==> config.mk <==
export PLATFORM = sky130hd
export DESIGN_NAME = mtc_message_ctrl
export DESIGN_NICKNAME = d
export VERILOG_FILES = /design/src/logic/mtc_pkg.sv /design/src/logic/mtc_message_ctrl.sv
export SDC_FILE = /design/constraint.sdc
export NUM_CORES = 1
export LEC_CHECK = 0
export BUFFER_PORTS_ARGS = -buffer_cell sky130_fd_sc_hd__buf_2
export CAP_MARGIN = 20
export CORE_UTILIZATION = 37
export DETAILED_ROUTE_END_ITERATION = 10
export GPL_ROUTABILITY_DRIVEN = 0
export PLACE_DENSITY_LB_ADDON = 0.3
export SYNTH_ARGS = -nofsm -noshare
export SYNTH_HDL_FRONTEND = slang
export SYNTH_SLANG_ARGS = --single-unit
==> constraint.sdc <==
create_clock -name clk_in -period 5.64 [get_ports clk_in]
set_input_delay 0.282 -clock clk_in [delete_from_list [all_inputs] [get_ports clk_in]]
set_output_delay 0.282 -clock clk_in [all_outputs]
set_load 0.02 [all_outputs]
==> src/logic/mtc_pkg.sv <==
package mtc_pkg;
	localparam int ADDR_W = 12;
	localparam int DATA_W = 32;
	localparam int REPLY_W = 16;
	localparam logic [ADDR_W-1:0] OFS_CTRL = 12'h000;
	localparam logic [ADDR_W-1:0] OFS_STATUS = 12'h004;
	localparam logic [ADDR_W-1:0] OFS_DATA = 12'h008;
	localparam int CTRL_RUNG = 0;
	localparam int CTRL_TO = 1;
	localparam int BIT_TO = 8;
	localparam int BIT_NR = 9;
	localparam int BIT_EW = 10;
	localparam int BIT_ER = 12;
	localparam int BIT_DN = 13;
	localparam int BIT_ST = 14;
	localparam int BIT_EN = 15;
	localparam logic [7:0] ERR_NONE = 8'h00;
	localparam logic [7:0] ERR_BUSY = 8'h02;
	localparam logic [7:0] ERR_TIMEOUT = 8'h37;
	localparam logic [DATA_W-1:0] ZERO_WORD = 32'h0000_0000;
	typedef enum logic [1:0] {
		REPLY_WRITE = 2'b00,
		REPLY_READ = 2'b01,
		REPLY_ERROR = 2'b10
	} mtc_reply_t;
	typedef enum logic [1:0] {
		PH_IDLE = 2'b00,
		PH_WAIT = 2'b01,
		PH_RUN = 2'b10,
		PH_DONE = 2'b11
	} mtc_phase_t;
	typedef struct packed {
		logic [ADDR_W-1:0] paddr;
		logic psel;
		logic penable;
		logic pwrite;
		logic [DATA_W-1:0] pwdata;
	} mtc_apb_req_t;
	typedef struct packed {
		logic [DATA_W-1:0] prdata;
		logic pready;
		logic pslverr;
	} mtc_apb_rsp_t;
	typedef struct packed {
		logic ack;
		logic nak;
		logic [7:0] nak_code;
		logic reply;
		mtc_reply_t reply_kind;
		logic [7:0] reply_code;
		logic [REPLY_W-1:0] reply_data;
	} mtc_net_evt_t;
	typedef struct packed {
		logic valid;
		logic [REPLY_W-1:0] data;
	} mtc_dest_wr_t;
endpackage

==> src/logic/mtc_message_ctrl.sv <==
`timescale 1ns/10ps
`default_nettype none
module mtc_message_ctrl #(
	parameter int REPLY_DATA_W = 16
) (
	input wire logic clk_in,
	input wire logic sys_rst_in,
	input wire mtc_pkg::mtc_apb_req_t apb_req_in,
	output mtc_pkg::mtc_apb_rsp_t apb_rsp_out,
	input wire mtc_pkg::mtc_net_evt_t net_evt_in,
	input wire logic tx_buf_avail_in,
	input wire logic end_of_scan_in,
	input wire logic protocol_peer_in,
	output logic msg_send_out,
	output logic series_stat_out,
	output logic busy_out,
	output logic [15:0] status_word_out,
	output mtc_pkg::mtc_dest_wr_t dest_wr_out
);
	import mtc_pkg::*;

	// ************
	// Parameter check.
	// ************
	generate
		if (REPLY_DATA_W != REPLY_W) begin : g_bad_width
			$error("Reply data width must match the package width.");
		end
	endgenerate

	// ************
	// Register bus slave.
	// ************
	logic rung_reg, rung_next;
	logic rung_prev_reg;
	mtc_apb_rsp_t rsp_reg, rsp_next;
	logic [REPLY_W-1:0] data_reg, data_next;
	logic en_reg, st_reg, dn_reg, er_reg, ew_reg, nr_reg, to_reg;
	logic en_next, st_next, dn_next, er_next, ew_next, nr_next, to_next;
	logic [7:0] code_reg, code_next;
	logic [15:0] status_word;

	wire setup = apb_req_in.psel & ~apb_req_in.penable;
	wire access_done = apb_req_in.psel & apb_req_in.penable & rsp_reg.pready;
	wire sel_ctrl = apb_req_in.paddr == OFS_CTRL;
	wire sel_status = apb_req_in.paddr == OFS_STATUS;
	wire sel_data = apb_req_in.paddr == OFS_DATA;
	wire mapped = sel_ctrl | sel_status | sel_data;
	wire ctrl_wr = access_done & apb_req_in.pwrite & sel_ctrl;
	wire to_wr = ctrl_wr & apb_req_in.pwdata[CTRL_TO];
	wire [DATA_W-1:0] ctrl_word = {{(DATA_W-2){1'b0}}, to_reg, rung_reg};
	wire [DATA_W-1:0] rd_word = sel_ctrl ? ctrl_word :
		sel_status ? {16'h0000, status_word} :
		sel_data ? {{(DATA_W-REPLY_W){1'b0}}, data_reg} : ZERO_WORD;

	assign rung_next = ctrl_wr ? apb_req_in.pwdata[CTRL_RUNG] : rung_reg;
	assign rsp_next.pready = setup;
	assign rsp_next.pslverr = setup & ~mapped;
	assign rsp_next.prdata = (setup & ~apb_req_in.pwrite) ? rd_word : ZERO_WORD;

	// ************
	// Event latches and transaction phase.
	// ************
	mtc_phase_t phase_reg, phase_next;
	logic ack_lat_reg, nak_lat_reg, rep_lat_reg;
	logic ack_lat_next, nak_lat_next, rep_lat_next;
	logic [7:0] nak_code_reg, nak_code_next, rep_code_reg, rep_code_next;
	mtc_reply_t rep_kind_reg, rep_kind_next;
	logic [REPLY_W-1:0] rep_data_reg, rep_data_next;
	logic send_next, stat_next;
	mtc_dest_wr_t dest_next;

	wire rung_rise = rung_reg & ~rung_prev_reg;
	wire rung_fall = ~rung_reg & rung_prev_reg;
	wire to_kill = to_reg & st_reg;
	wire eos_take = end_of_scan_in & ~rung_rise & ~to_kill;
	wire flush = rung_rise | to_kill;
	wire ack_in = net_evt_in.ack & en_reg & (phase_reg == PH_WAIT);
	wire nak_in = net_evt_in.nak & en_reg & (phase_reg == PH_WAIT);
	wire rep_in = net_evt_in.reply & (phase_reg == PH_RUN);
	wire use_ack = eos_take & ack_lat_reg;
	wire use_nak = eos_take & nak_lat_reg & ~ack_lat_reg;
	wire use_rep = eos_take & rep_lat_reg & st_reg;
	wire finished = dn_reg | er_reg | to_reg;

	assign ack_lat_next = ~flush & ((ack_lat_reg & ~eos_take) | ack_in);
	assign nak_lat_next = ~flush & ((nak_lat_reg & ~eos_take) | nak_in);
	assign rep_lat_next = ~flush & ((rep_lat_reg & ~eos_take) | rep_in);
	assign nak_code_next = nak_in ? net_evt_in.nak_code : nak_code_reg;
	assign rep_code_next = rep_in ? net_evt_in.reply_code : rep_code_reg;
	assign rep_kind_next = rep_in ? net_evt_in.reply_kind : rep_kind_reg;
	assign rep_data_next = rep_in ? net_evt_in.reply_data : rep_data_reg;

	always_comb begin
		phase_next = phase_reg;
		case (phase_reg)
			PH_IDLE: begin
				if (rung_rise) begin
					phase_next = PH_WAIT;
				end
			end
			PH_WAIT: begin
				if (use_ack) begin
					phase_next = PH_RUN;
				end else if (use_nak) begin
					phase_next = PH_DONE;
				end
			end
			PH_RUN: begin
				if (to_kill | use_rep) begin
					phase_next = PH_DONE;
				end
			end
			PH_DONE: begin
				if (rung_rise) begin
					phase_next = PH_WAIT;
				end
			end
			default: begin
				phase_next = PH_IDLE;
			end
		endcase
	end

	// ************
	// Status flags.
	// ************
	always_comb begin
		en_next = en_reg;
		st_next = st_reg;
		dn_next = dn_reg;
		er_next = er_reg;
		ew_next = ew_reg;
		nr_next = nr_reg;
		to_next = to_reg;
		code_next = code_reg;
		data_next = data_reg;
		dest_next.valid = 1'b0;
		dest_next.data = rep_data_reg;
		if (rung_rise) begin
			ew_next = 1'b1;
			st_next = 1'b0;
			dn_next = 1'b0;
			nr_next = 1'b0;
			to_next = 1'b0;
			er_next = 1'b0;
			code_next = ERR_NONE;
		end else if (rung_fall) begin
			ew_next = 1'b0;
		end
		if (to_wr) begin
			to_next = 1'b1;
		end
		if (to_kill) begin
			er_next = 1'b1;
			st_next = 1'b0;
			code_next = ERR_TIMEOUT;
		end
		if (~en_reg & rung_reg & ew_reg & tx_buf_avail_in) begin
			en_next = 1'b1;
		end
		if (use_ack) begin
			ew_next = 1'b0;
			st_next = 1'b1;
		end else if (use_nak) begin
			ew_next = 1'b0;
			er_next = 1'b1;
			code_next = nak_code_reg;
			nr_next = protocol_peer_in & (nak_code_reg == ERR_BUSY);
		end else if (use_rep) begin
			st_next = 1'b0;
			case (rep_kind_reg)
				REPLY_WRITE: begin
					dn_next = 1'b1;
				end
				REPLY_READ: begin
					dn_next = 1'b1;
					dest_next.valid = 1'b1;
					data_next = rep_data_reg;
				end
				default: begin
					er_next = 1'b1;
					code_next = rep_code_reg;
				end
			endcase
		end
		if (end_of_scan_in & ~rung_reg & finished) begin
			en_next = 1'b0;
		end
	end

	assign send_next = en_next & ~en_reg;
	assign stat_next = (series_stat_out | send_next) & ~ack_in;
	assign status_word = {en_reg, st_reg, dn_reg, er_reg, 1'b0, ew_reg, nr_reg, to_reg,
		code_reg};

	// ************
	// Flip-flops.
	// ************
	always_ff @(posedge clk_in) begin
		if (sys_rst_in) begin
			rung_reg <= 1'b0;
			rung_prev_reg <= 1'b0;
			rsp_reg <= '0;
			data_reg <= '0;
			{en_reg, st_reg, dn_reg, er_reg, ew_reg, nr_reg, to_reg} <= 7'h00;
			code_reg <= ERR_NONE;
			phase_reg <= PH_IDLE;
			{ack_lat_reg, nak_lat_reg, rep_lat_reg} <= 3'h0;
			nak_code_reg <= ERR_NONE;
			rep_code_reg <= ERR_NONE;
			rep_kind_reg <= REPLY_WRITE;
			rep_data_reg <= '0;
		end else begin
			rung_reg <= rung_next;
			rung_prev_reg <= rung_reg;
			rsp_reg <= rsp_next;
			data_reg <= data_next;
			{en_reg, st_reg, dn_reg, er_reg} <= {en_next, st_next, dn_next, er_next};
			{ew_reg, nr_reg, to_reg} <= {ew_next, nr_next, to_next};
			code_reg <= code_next;
			phase_reg <= phase_next;
			{ack_lat_reg, nak_lat_reg, rep_lat_reg} <= {ack_lat_next, nak_lat_next, rep_lat_next};
			nak_code_reg <= nak_code_next;
			rep_code_reg <= rep_code_next;
			rep_kind_reg <= rep_kind_next;
			rep_data_reg <= rep_data_next;
		end
	end

	always_ff @(posedge clk_in) begin
		if (sys_rst_in) begin
			msg_send_out <= 1'b0;
			series_stat_out <= 1'b0;
			busy_out <= 1'b0;
			status_word_out <= 16'h0000;
			dest_wr_out <= '0;
		end else begin
			msg_send_out <= send_next;
			series_stat_out <= stat_next;
			busy_out <= st_next;
			status_word_out <= {en_next, st_next, dn_next, er_next, 1'b0, ew_next, nr_next,
				to_next, code_next};
			dest_wr_out <= dest_next;
		end
	end

	assign apb_rsp_out = rsp_reg;
endmodule
`default_nettype wire

Word-level counts from Yosys, hierarchy flattened
Cells that the tools add are included.
Cells by class
  equal/unequal tests: 10
  mux-type cells: 42
  bitwise gates (word level): 64
  reductions and logical operators: 12
Operators with widths (count)
  $mux 8: 6
  $and 1x1->1: 37
  $mux 16: 2
  $mux 1: 28
  $not 1->1: 17
  $eq 12x3->1 const B: 1
  $eq 12x4->1 const B: 1
  $logic_not 12->1: 1
  $mux 2: 5
  $or 1x1->1: 10
  $eq 8x2->1 const B: 1
  $reduce_or 4->1: 2
  $pmux 2 s3: 1
  $reduce_or 2->1: 3
  $reduce_or 5->1: 1
  $eq 2x1->1 const B: 2
  $eq 2x2->1 const B: 2
  $logic_not 2->1: 2
  $ne 2x1->1 const B: 2
  $reduce_and 4->1: 1
  $ne 3x3->1 const B: 1
  $reduce_and 3->1: 1
  $reduce_or 3->1: 1
Word-level totals
  bits in registers: 141
  input bits: 89
  output and inout port bits: 70

Depth between registers and ports, before layout
  depth after elaboration: 10
  mapped depth: 8
  depth with buffers taken out: 6

Least setup slack after synthesis
Ideal clock, no wire load.
  path type: register -> register
  start point: reg status_word_out[14] (netlist name)
  end point: reg data_reg[10]
  arrival time: 1.979 ns
  data required time: 5.519 ns
  slack: 3.540 ns
  cell stages (with the launch flop): 8
  cells stage by stage: dfxtp_1 and2_4 buf_6 or4_4 buf_6 nand3_2 buf_6 mux2_2
RTL lines
  end signal: assignment: line mtc_message_ctrl.sv:218  | data_reg <= data_next;
  end: declaration: line mtc_message_ctrl.sv:37  | logic [REPLY_W-1:0] data_reg, data_next;

==> results.py <==
metrics = {
    "timing": {
        "setup_viol": 0,
        "fin_crit_ps": 2150,
        "tns_ps": 0,
        "worstMarginPinSlew_ps": 997,
        "post-route-period-util_pct": 38.1,
        "finalHoldViolations": 0,
        "setup_slack_ps": 3490,
        "slew_headroom_pct": 33.4,
        "fmaxAchievable_mhz": 465,
        "slew_violations": 0,
        "finClkSkew_ps": 16.6,
        "rsz0062_at_grt": "no",
    },
    "pwr": {
        "power_density_nw_per_um2": 286,
        "vdd_drop_max_v": 0.000162,
        "p_leak_nw": 2.16,
    },
    "cts": {
        "h-tree-depth": 3,
        "clock_path_buffers": 2,
        "clkSinkCount": 109,
        "cts_tree": "yes",
        "cts-root-buf": "clkbuf_16",
        "hold_buffers": 0,
        "cts_setup_buffers": 0,
        "clk_pin_slew_ps": 90,
        "cts-resized-gates": 0,
        "insertion_delay_ps": 360,
        "cts_inserted_buffers": 9,
    },
    "placement": {
        "place_worst_setup_slack_ps": 3400,
        "io_buffer_count": 111,
        "hpwlAfterDp_um": 7650,
    },
    "yosys": {
        "yosys.area_share.simple_pct": 21.7,
        "synth_top_family_by_area": "simple AND/OR/NAND/NOR gates",
        "synthFlopType": "dfxtp_1",
        "muxShareOfSynthArea_pct": 5.53,
        "async_reset_ff_share_pct": 0,
        "synth.distinct_cells": 50,
        "synth_xor_area_share_pct": 0,
        "syn_inst": 483,
        "synth_edf_count": 0,
        "synth.cell_area_sq_um": 4390,
        "ys_warn_count": 0,
        "synth-compound-area-share_pct": 13.8,
        "ys_seq_area_share_pct": 49.7,
        "avgSynthCellArea_sq_um": 9.08,
        "synth_seq_cells": 109,
        "synth-adder-area-share_pct": 1.08,
    },
    "floorplanning": {
        "die-area_sq_um": 12300,
        "fp.dieH_um": 111,
        "die_w_um": 111,
        "initial_core_util_pct": 38.3,
        "io-pin-count": 159,
        "rows": 39,
        "core_area_sq_um": 11500,
    },
    "global_route": {
        "grt_max_degree": 92,
        "gr-total-overflow": 0,
        "antenna_found_initial": 0,
        "grt_first_pass_wirelength_um": 17300,
        "grt_usage_pct": 17.8,
        "grt_pass1_vias": 3483,
    },
    "final_layout": {
        "area_growth_pct": 18.5,
        "largest_reg_flops": 18,
        "nFillCells": 1113,
        "multiInputGateArea_sq_um": 1910,
        "layout-drive-gt1-share_pct": 27.2,
        "finish.utilization_pct": 45.3,
        "antenna_cells": 0,
        "layout.nets": 664,
        "seqCellArea_sq_um": 2180,
    },
    "routing": {
        "dr.pass1.iters": 4,
        "ant_nets": 0,
        "drt-vias-per-instance": 5.03,
        "wl_per_cell_um": 15.2,
        "drc": 0,
        "drt-initial-drc-count": 205,
        "routed_wirelength_um": 10900,
        "vias": 3623,
    },
    "setup_path": {
        "worst_setup_path_start_kind": "flip-flop",
        "endpoint_kind": "flip-flop",
        "worstReg2RegStart": "status_word_out[8]",
        "arrival_ps": 2390,
        "startpoint": "status_word_out[8]",
        "crit_required_ps": 5880,
        "crit_slowest_cell": "or4_4",
        "slowest_delay_ps": 600,
        "crit_type": "reg -> reg",
        "path_buf_inv": 0,
        "cp_max_fo": 17,
        "path_cells": "and2_4 -> or4_4 -> nand3_2 -> mux2_2",
        "crit_family": "simple AND/OR/NAND/NOR gates",
    },
    "run_status": {
        "outcome": "completed",
    },
    "min_path": {
        "worstHoldStart": "net_evt_in[12]",
        "hold_path.class": "in -> reg",
    },
    "flow_run": {
        "maxCapViolCount": 0,
    },
}
final cells by class:
cell class / instances / share of cell area, %
Clock inverter: 7 / 1.44
Sequential cell: 109 / 42.0
Timing Repair Buffer: 115 / 11.4
Inverter: 9 / 0.650
Tap cell: 143 / 3.44
Clock buffer: 9 / 4.33
Multi-Input combinational cell: 328 / 36.8
per-stage QoR:
| step | instance area (sq um) | hold WS (ps) | std cells | power (mW) |
|---|---|---|---|---|
| floorplan | 4450 | 377 | 499 | 0.850 |
| global placement | 4880 | 432 | 703 | 0.870 |
| detailed placement | 4880 | 437 | 703 | 0.873 |
| CTS | 5180 | 154 | 719 | 1.50 |
| global route | 5200 | 161 | 720 | 1.54 |
| finish | 5200 | 155 | 720 | 1.49 |
synthesized netlist by cell type (all sizes together), types with 4 or more instances:
cell     count  area (sq um)
buf         33           245
mux2i        4          40.0
mux2        18           203
nand2b       4          25.0
a21oi       50           250
a32oi       18           158
and3         7          43.8
nor2b       34           213
o2bb2ai      5          43.8
dfxtp      109          2180
inv          9          33.8
nor3         5          30.0
clkbuf      20          75.1
nand2       86           323
nor2        33           124
nand3        4          25.0
worst min-delay path: stages:
cell and delay (ps):
buf_2 90, nand2_1 40, a21oi_1 50
power by group:
| part | internal [mW] | switching (mW) |
|---|---|---|
| registers | 0.774 | 0.00369 |
| logic | 0.0283 | 0.0498 |
| clock network | 0.316 | 0.315 |
| total | 1.12 | 0.369 |
placed cells by master (no fill, tap or decap), types with 3 or more instances in the layout:
master,Yosys,final
inv_8,0,3
nand3_1,3,3
nor2b_1,34,34
o2bb2ai_1,5,5
and3_1,7,7
mux2i_1,4,4
inv_1,9,9
o32ai_1,3,3
nand4b_1,3,3
nor3_1,4,4
a32oi_1,18,18
mux2_2,17,17
nor2_1,33,33
and4_1,3,3
nand2b_1,4,4
clkbuf_16,0,9
dfxtp_1,109,109
ha_1,3,3
nand2_1,86,86
conb_1,1,17
buf_4,24,3
a21oi_1,50,50
buf_2,1,111
worst paths after layout:
| check | to | slack, ps | cells past startpoint |
|---|---|---|---|
| worst max register to register | data_reg[7] | 3490 | 4 |
| worst min-delay path | rep_data_reg[12] | 150 | 3 |
| worst min register to register | apb_rsp_out[13] | 450 | 2 |
| worst max-delay path | data_reg[7] | 3490 | 4 |
layer usage:
metal / part of all wire (%) / up-vias / GRT usage [%]
met5: 0 / - / 0
met4: 2.5 / 0 / 6.93
met3: 5.8 / 17 / 4.98
met2: 46 / 115 / 29.1
met1: 45 / 1696 / 22.1
li1: - / 1795 / -
cells by family (layout without fill, tap and decap cells):
| kind of cell | count (synthesis) | in the layout |
|---|---|---|
| compound gates | 92 | 92 |
| fa+ha+maj | 4 | 4 |
| buf+inv | 62 | 140 |
| flops | 109 | 109 |
| mux | 22 | 22 |
| other cells | 1 | 17 |
| simple gates | 193 | 193 |
Note: power is estimated with default switching activity, not from simulation.
